--- src/rtl/dprc_defs.vh ---
// Constants for the debug power and reset control block.
// Assumes inclusion by bare name from the design file only.
`ifndef DPRC_DEFS_VH
`define DPRC_DEFS_VH
// ==========================================================
// Register selects on the coprocessor port
`define DPRC_SEL_CTRL        2'h0
`define DPRC_SEL_OFFSET      2'h1
// ==========================================================
// Control register fields
`define DPRC_BIT_KEEP_PWR    0
`define DPRC_BIT_WARM_RST    1
`define DPRC_BIT_HOLD_RST    2
`define DPRC_BIT_PWR_UP      3
`define DPRC_CTRL_RESET      4'h0
// ==========================================================
// Offset register fields
`define DPRC_OFS_MSB         39
`define DPRC_OFS_LSB         12
`define DPRC_VALID_YES       2'h3
`define DPRC_VALID_NO        2'h0
`endif

--- src/rtl/dprc_ctrl.v ---
// Debug power/reset control and self address offset registers.
// Assumes a single-cycle coprocessor access port on sys_clk; the
// offset and validity straps are static configuration inputs.
//
// Behaviour
// - Power-up request bit drives a power-up request to the controller.
// - Hold-reset bit keeps non-debug logic in reset after resets.
// - Writing one to warm-reset bit issues a warm reset request.
// - Keep-powered bit drives the no-power-down output high.
// - Power-up and hold-reset bits undefined over extended interface.
// - Offset register reads as one 64-bit two-register transfer.
// - Single-register read returns the 32-bit lower half view.
// - Offset register reachable only through the coprocessor port; code also returns it on reads with cp_ext set.
// - Bits 39:12 hold signed offset; bits 63:40 sign-extend it.
// - 32-bit view shows offset bits 31:12; bits 11:2 zero, 1:0 validity.
// - Validity field reads 00 when invalid and 11 when valid.
// - Offset contents unknown when validity reads zero.
`timescale 1ns/100ps
`include "dprc_defs.vh"

module dprc_ctrl #(
  parameter OFS_W = 28
) (
  sys_clk,
  rst_n,
  cp_req,
  cp_write,
  cp_ext,
  cp_wide,
  cp_sel,
  cp_wdata,
  cfg_offset,
  cfg_valid,
  cp_ack,
  cp_rdata,
  pwr_up_req,
  hold_core_rst,
  warm_rst_req,
  no_power_down_out,
  core_rst_done
);
  input  wire              sys_clk;
  input  wire              rst_n;
  input  wire              cp_req;
  input  wire              cp_write;
  input  wire              cp_ext;
  input  wire              cp_wide;
  input  wire [1:0]        cp_sel;
  input  wire [31:0]       cp_wdata;
  input  wire [OFS_W-1:0]  cfg_offset;
  input  wire              cfg_valid;
  input  wire              core_rst_done;
  output reg               cp_ack;
  output reg  [63:0]       cp_rdata;
  output reg               pwr_up_req;
  output reg               hold_core_rst;
  output reg               warm_rst_req;
  output reg               no_power_down_out;

  // ========================================================
  // Input synchroniser for the reset-done level from core domain
  reg  rst_done_s1_ff;
  reg  rst_done_s2_ff;
  reg  rst_done_d_ff;
  wire rst_done_rise;

  always @(posedge sys_clk or negedge rst_n) begin
    if (!rst_n) begin
      rst_done_s1_ff <= 1'b0;
      rst_done_s2_ff <= 1'b0;
      rst_done_d_ff  <= 1'b0;
    end else begin
      rst_done_s1_ff <= core_rst_done;
      rst_done_s2_ff <= rst_done_s1_ff;
      rst_done_d_ff  <= rst_done_s2_ff;
    end
  end

  assign rst_done_rise = rst_done_s2_ff & ~rst_done_d_ff;

  // ========================================================
  // Control register
  reg  [3:0] ctrl_ff;
  reg  [3:0] nxt_ctrl;
  reg        nxt_warm;
  reg        nxt_hold;
  wire       wr_ctrl;

  assign wr_ctrl = cp_req & cp_write & (cp_sel == `DPRC_SEL_CTRL);

  always @* begin
    nxt_ctrl = ctrl_ff;
    nxt_warm = 1'b0;
    if (wr_ctrl) begin
      nxt_ctrl[`DPRC_BIT_KEEP_PWR] = cp_wdata[`DPRC_BIT_KEEP_PWR];
      // Extended writes leave the two undefined bits untouched
      if (!cp_ext) begin
        nxt_ctrl[`DPRC_BIT_PWR_UP]   = cp_wdata[`DPRC_BIT_PWR_UP];
        nxt_ctrl[`DPRC_BIT_HOLD_RST] = cp_wdata[`DPRC_BIT_HOLD_RST];
      end
      // Request bit is never stored, so reads cannot retrigger it
      nxt_warm = cp_wdata[`DPRC_BIT_WARM_RST];
    end
    nxt_ctrl[`DPRC_BIT_WARM_RST] = 1'b0;
  end

  // Core held in reset from a warm request made with the hold bit set until
  // released by a clear of the hold bit; a completed core reset re-arms the hold.
  always @* begin
    nxt_hold = hold_core_rst;
    if (!nxt_ctrl[`DPRC_BIT_HOLD_RST])
      nxt_hold = 1'b0;
    else if (nxt_warm | rst_done_rise)
      nxt_hold = 1'b1;
  end

  always @(posedge sys_clk or negedge rst_n) begin
    if (!rst_n) begin
      ctrl_ff           <= `DPRC_CTRL_RESET;
      warm_rst_req      <= 1'b0;
      hold_core_rst     <= 1'b0;
      pwr_up_req        <= 1'b0;
      no_power_down_out <= 1'b0;
    end else begin
      ctrl_ff           <= nxt_ctrl;
      warm_rst_req      <= nxt_warm;
      hold_core_rst     <= nxt_hold;
      pwr_up_req        <= nxt_ctrl[`DPRC_BIT_PWR_UP];
      no_power_down_out <= nxt_ctrl[`DPRC_BIT_KEEP_PWR];
    end
  end

  // ========================================================
  // Self address offset view
  function [63:0] dprc_offset_word;
    input [OFS_W-1:0] ofs;
    input             vld;
    begin
      // Sign bit replicated into 63:40, low bits zero but validity
      dprc_offset_word = {{(64-OFS_W-12){ofs[OFS_W-1]}}, ofs,
                          10'h000,
                          vld ? `DPRC_VALID_YES : `DPRC_VALID_NO};
    end
  endfunction

  wire [63:0] ofs_word;
  assign ofs_word = dprc_offset_word(cfg_offset, cfg_valid);

  // ========================================================
  // Read path, answered one cycle after the request
  reg  [63:0] nxt_rdata;

  always @* begin
    nxt_rdata = 64'h0;
    if (cp_req & ~cp_write) begin
      case (cp_sel)
        `DPRC_SEL_CTRL: begin
          nxt_rdata[3:0] = ctrl_ff;
          if (cp_ext)
            nxt_rdata[3:2] = 2'h0;
        end
        `DPRC_SEL_OFFSET: begin
          if (cp_wide)
            nxt_rdata = ofs_word;
          else
            nxt_rdata[31:0] = ofs_word[31:0];
        end
        default: begin
          nxt_rdata = 64'h0;
        end
      endcase
    end
  end

  always @(posedge sys_clk or negedge rst_n) begin
    if (!rst_n) begin
      cp_ack   <= 1'b0;
      cp_rdata <= 64'h0;
    end else begin
      cp_ack   <= cp_req;
      cp_rdata <= nxt_rdata;
    end
  end

endmodule // dprc_ctrl

--- config.mk ---
export PLATFORM = sky130hd
export DESIGN_NAME = dprc_ctrl
export DESIGN_NICKNAME = d
export VERILOG_FILES = /design/src/rtl/dprc_ctrl.v
export VERILOG_INCLUDE_DIRS = /design/src /design/src/rtl
export SDC_FILE = /design/constraint.sdc
export NUM_CORES = 1
export LEC_CHECK = 0
export ABC_AREA = 1
export BUFFER_PORTS_ARGS = -buffer_cell sky130_fd_sc_hd__buf_2
export CAP_MARGIN = 10
export CORE_ASPECT_RATIO = 1.2
export CORE_MARGIN = 2
export CORE_UTILIZATION = 25
export DETAILED_ROUTE_END_ITERATION = 16
export SLEW_MARGIN = 30
export SYNTH_ARGS = -nofsm -noshare
export SYNTH_HDL_FRONTEND = slang
export SYNTH_SLANG_ARGS = --single-unit
--- constraint.sdc ---
create_clock -name sys_clk -period 2 [get_ports sys_clk]
set_input_delay 0.4 -clock sys_clk [delete_from_list [all_inputs] [get_ports sys_clk]]
set_output_delay 0.4 -clock sys_clk [all_outputs]
set_load 0.01 [all_outputs]
# Word-level counts from Yosys, hierarchy flattened
# Cells that the tools add are included.
op_classes:
  eq_ne: 2
  mux: 12
  bitwise: 7
  reduce_logical: 1
op_table:
  columns: ["op", "count"]
  rows:
  - ["two-way mux 64 bit", 1]
  - ["two-way mux 60 bit", 1]
  - ["two-way mux 32 bit", 1]
  - ["two-way mux 2 bit", 4]
  - ["one-hot mux 4 bit (2 select lines)", 1]
  - ["bitwise AND 1 bit", 4]
  - ["two-way mux 1 bit", 4]
  - ["== test 2 x 1 -> 1 bit, second input constant", 1]
  - ["zero test 2 bit", 1]
  - ["!= test 2 x 1 -> 1 bit, second input constant", 1]
  - ["inverter 1 bit", 2]
  - ["bitwise OR 1 bit", 1]
word_totals:
  register_bits: 75
  inputBits: 70
  output_inout_bits: 69
  word_cells: 32

# Logic depth before layout (Yosys ltp)
depth:
  depth_word: 6
  depth_mapped: 7
  depth_no_buf: 7

# Worst setup path before layout
# OpenSTA, ideal clock, no wires.
synth_path:
  kind: "reg2out"
  start: "register cp_rdata[62] (netlist name)"
  end: "output port cp_rdata[40]"
  t_arrival_ns: 0.935
  required_ns: 1.600
  setup_slack_ns: 0.665
  stages_incl_launch_ff: 2
  path_buffers: 1
  path_cell_list: "dfrtp_1 buf_4"
synth_lines:
  columns: ["element", "line", "text"]
  rows:
  - ["end: declaration", "dprc_ctrl.v:54", "output reg [63:0] cp_rdata;"]

==> summary.md <==
| Metric | Value |
|---|---|
| Sw Ratio | `0.238` |
| Syn. warnings | `0` |
| Number of sinks on the clock net | `41` |
| CORE AREA | `6450 µm²` |
| Number of ports placed on the die boundary | `139` |
| Share of power burned in the clock network | `0.388` |
| Cell area after layout | `2210 µm²` |
| Area contributors post-synth | `dfrtp_1 61%, buf_4 15%, nand2_1 10%` |
| CTS-repair resized insts | `0` |
| Placer Congestion | `0.698` |
| Crit path largest cell delay | `0.64 ns` |
| Post-synthesis instance total | `175` |
| Global-route congestion overflow total | `0` |
| Setup TNS Final | `0 ns` |
| VDD IR-drop max | `0.334 mV` |
| Avg Cell Area, Syn | `9.59 µm²` |
| Cells along the critical path | `buf_2` |
| Arrival time reported for the critical path endpoint | `1.15 ns` |
| Maxcap violations | `0` |
| DRT Wirelength | `3700 µm` |
| Worst path top cell family by delay | `flip-flops` |
| Maximum clock rate | `646 MHz` |
| Type of the worst setup path | `reg -> out` |
| Clock Skews | `0.00118 ns` |
| Number of nets in the layout | `328` |
| Number of hold violations in the final report | `0` |
| Pin count of the biggest net entering global routing | `26` |
| Detail Route Antenna Nets | `0` |
| GRT Util Overall | `0.101` |
| Final Total Pwr | `1.71 mW` |
| Post-placement worst setup slack | `0.561 ns` |
| Area enclosed by the die boundary | `7390 µm²` |
| Buf+Inv Stages, Crit Path | `1` |
| Clock input transition at the sequential cells of the worst setup and hold paths | `0.08 ns` |
| Post-route core utilization | `0.342` |
| Proportion of power drawn by combinational gates | `0.102` |
| Number of core rows | `32` |
| CP Launch Type | `register` |
| Worst skew pair latency | `0.29 ns` |
| Part of the Yosys area used for sequential elements | `0.611` |
| Starting density of the core | `0.260` |
| Critical path endpoint category | `primary output` |
| Area growth, synth to finish | `31.4%` |
| Vias | `1348` |
| Min Tclk post-route | `1.55 ns` |
| Post-detailed-route via-to-cell ratio | `3.92` |
| Number of non-filler instances in the completed layout | `344` |
| Final setup violation count | `0` |
| Mean routed wirelength per cell | `10.7 µm` |
| Global-route wire length before repair | `5650 µm` |
| Cell taking the most area after synthesis | `dfrtp_1` |
| DRT iter0 DRCs | `34` |
| Post-detailed-route DRC marker count | `0` |
| Design internal power | `1.30 mW` |
| Power density over cell area | `773 nW/µm²` |
| Buffer cell driving the clock tree root | `clkbuf_8` |
| Synth Register Bits | `41` |
| Worst setup margin | `0.453 ns` |
| Switching component of the power | `406 µW` |
| Share of final-layout standard cells stronger than drive strength 1 | `0.448` |
| Vert. Die Dim | `93.8 µm` |
| Number of antenna repair diodes | `0` |
| Post-CTS Hold Buffers | `0` |
| Min Hold Slack | `0.0591 ns` |
| Final worst-path cycle share | `0.774` |
| Initial antenna violation count | `1` |
| Inserted Clock Buffers | `5` |
| Postcts setup bufs | `0` |
| Die W | `78.8 µm` |
| Area fraction of the dominant cell type after synthesis | `0.611` |
| Leakage Power | `1.34 nW` |
| Half-perimeter wire length after placement | `2870 µm` |
| Setup repair after global routing missed its margin | `false` |
| Final Max Tran Viols | `0` |
| Max FO, Critical Path | `25` |
| Vias in the first global route | `1230` |
| TritonCTS clock tree | `built` |
| Number of cells in the design after placement | `336` |
| Number of buffer cells added on primary ports | `102` |
| Post-synthesis instance area | `1680 µm²` |
| Buffer levels on the longest clock path | `2` |
| Number of H-tree levels | `2` |
| Area after DPL | `2090 µm²` |
| Result of the run | `finished clean` |
| Synth cell types | `13` |
| Proportion of power drawn by flip-flops and latches | `0.510` |
| First-pass iteration count of the detailed router | `3` |
| Slowest cell on the critical path | `dfrtp_1` |
| Critical Path RT | `1.60 ns` |
| Hold WC Path Type | `in -> async` |
per-layer routing:
| metal | global-route usage | wire length (µm) |
|---|---|---|
| met5 | 0 | 13 |
| met1 | 0.107 | 1410 |
| met4 | 0.0431 | 59 |
| met3 | 0.0490 | 536 |
| met2 | 0.170 | 1670 |
power groups by stage:
stage          Clock (mW)  Combinational [mW]  Sequential (mW)
2_1_floorplan           0              0.0839            0.896
3_3_place_gp            0               0.175            0.886
3_5_place_dp            0               0.180            0.885
4_1_cts             0.699               0.180            0.870
5_1_grt             0.734               0.202            0.874
6_report            0.662               0.175            0.869
logic make-up (layout without fill, tap and decap cells):
family	count (synthesis)	after routing	synth area share
AO/OA/AOI/OAI	3	3	0.00894
flip-flops	41	41	0.611
buffers and inverters	45	122	0.181
AND/OR/NAND/NOR	85	85	0.197
other	1	8	0.00223
flip-flops by register name, indices dropped and copies added (netlist names):
| name | flops |
|---|---|
| cp_rdata | 32 |
| rst_done_d_ff | 1 |
| cp_ack | 1 |
| ctrl_ff | 3 |
| rst_done_s1_ff | 1 |
| hold_core_rst | 1 |
| rst_done_s2_ff | 1 |
| warm_rst_req | 1 |
final timing paths:
check / from / endpoint / slack (ns) / depth (start not counted)
worst min register to register: rst_done_s1_ff / rst_done_s2_ff / 0.36 / 0
worst min-delay path: rst_n / warm_rst_req / 0.06 / 1
worst max-delay path: cp_rdata[62] / cp_rdata[50] / 0.45 / 1
max in group asynchronous: rst_n / cp_rdata[25] / 1.46 / 2
min in group sys_clk: core_rst_done / rst_done_s1_ff / 0.22 / 1
worst max register to register: ctrl_ff[2] / hold_core_rst / 1.18 / 6
synth_stat cells:
cell type and n:
buf_6 1, inv_1 8, nor2_2 1, buf_2 3
nand3_1 5, nand2_1 45, nor2_1 33, buf_4 33
nand2_2 1, o21ai_0 1, a21oi_1 2, dfrtp_1 41
conb_1 1
worst register-to-register path: cells and delay by family, from the launching register on:
family        cells  cell delay [ns]
flops             1             0.40
simple gates      5             0.28
buf+inv           1             0.04
cells in the final DEF, fill, tap and decap left out:
cell type / n
nand2_2: 1
clkbuf_8: 5
dfrtp_1: 41
inv_1: 8
nand3_1: 5
buf_12: 1
conb_1: 8
buf_2: 102
clkinvlp_4: 1
o21ai_0: 1
nand2_1: 45
buf_4: 3
nor2_2: 1
nor2_1: 33
bufinv_16: 1
clkinv_4: 1
a21oi_1: 2
final cells by class:
cell class	count	area (µm²)
fillers	677	4240
clock inverters	3	46.3
repair buffers	106	553
inverters	8	30.0
clock buffers	5	68.8
multi-input cells	96	375
well taps	85	106
flip-flops and latches	41	1030
Note: power is estimated with default switching activity, not from simulation.
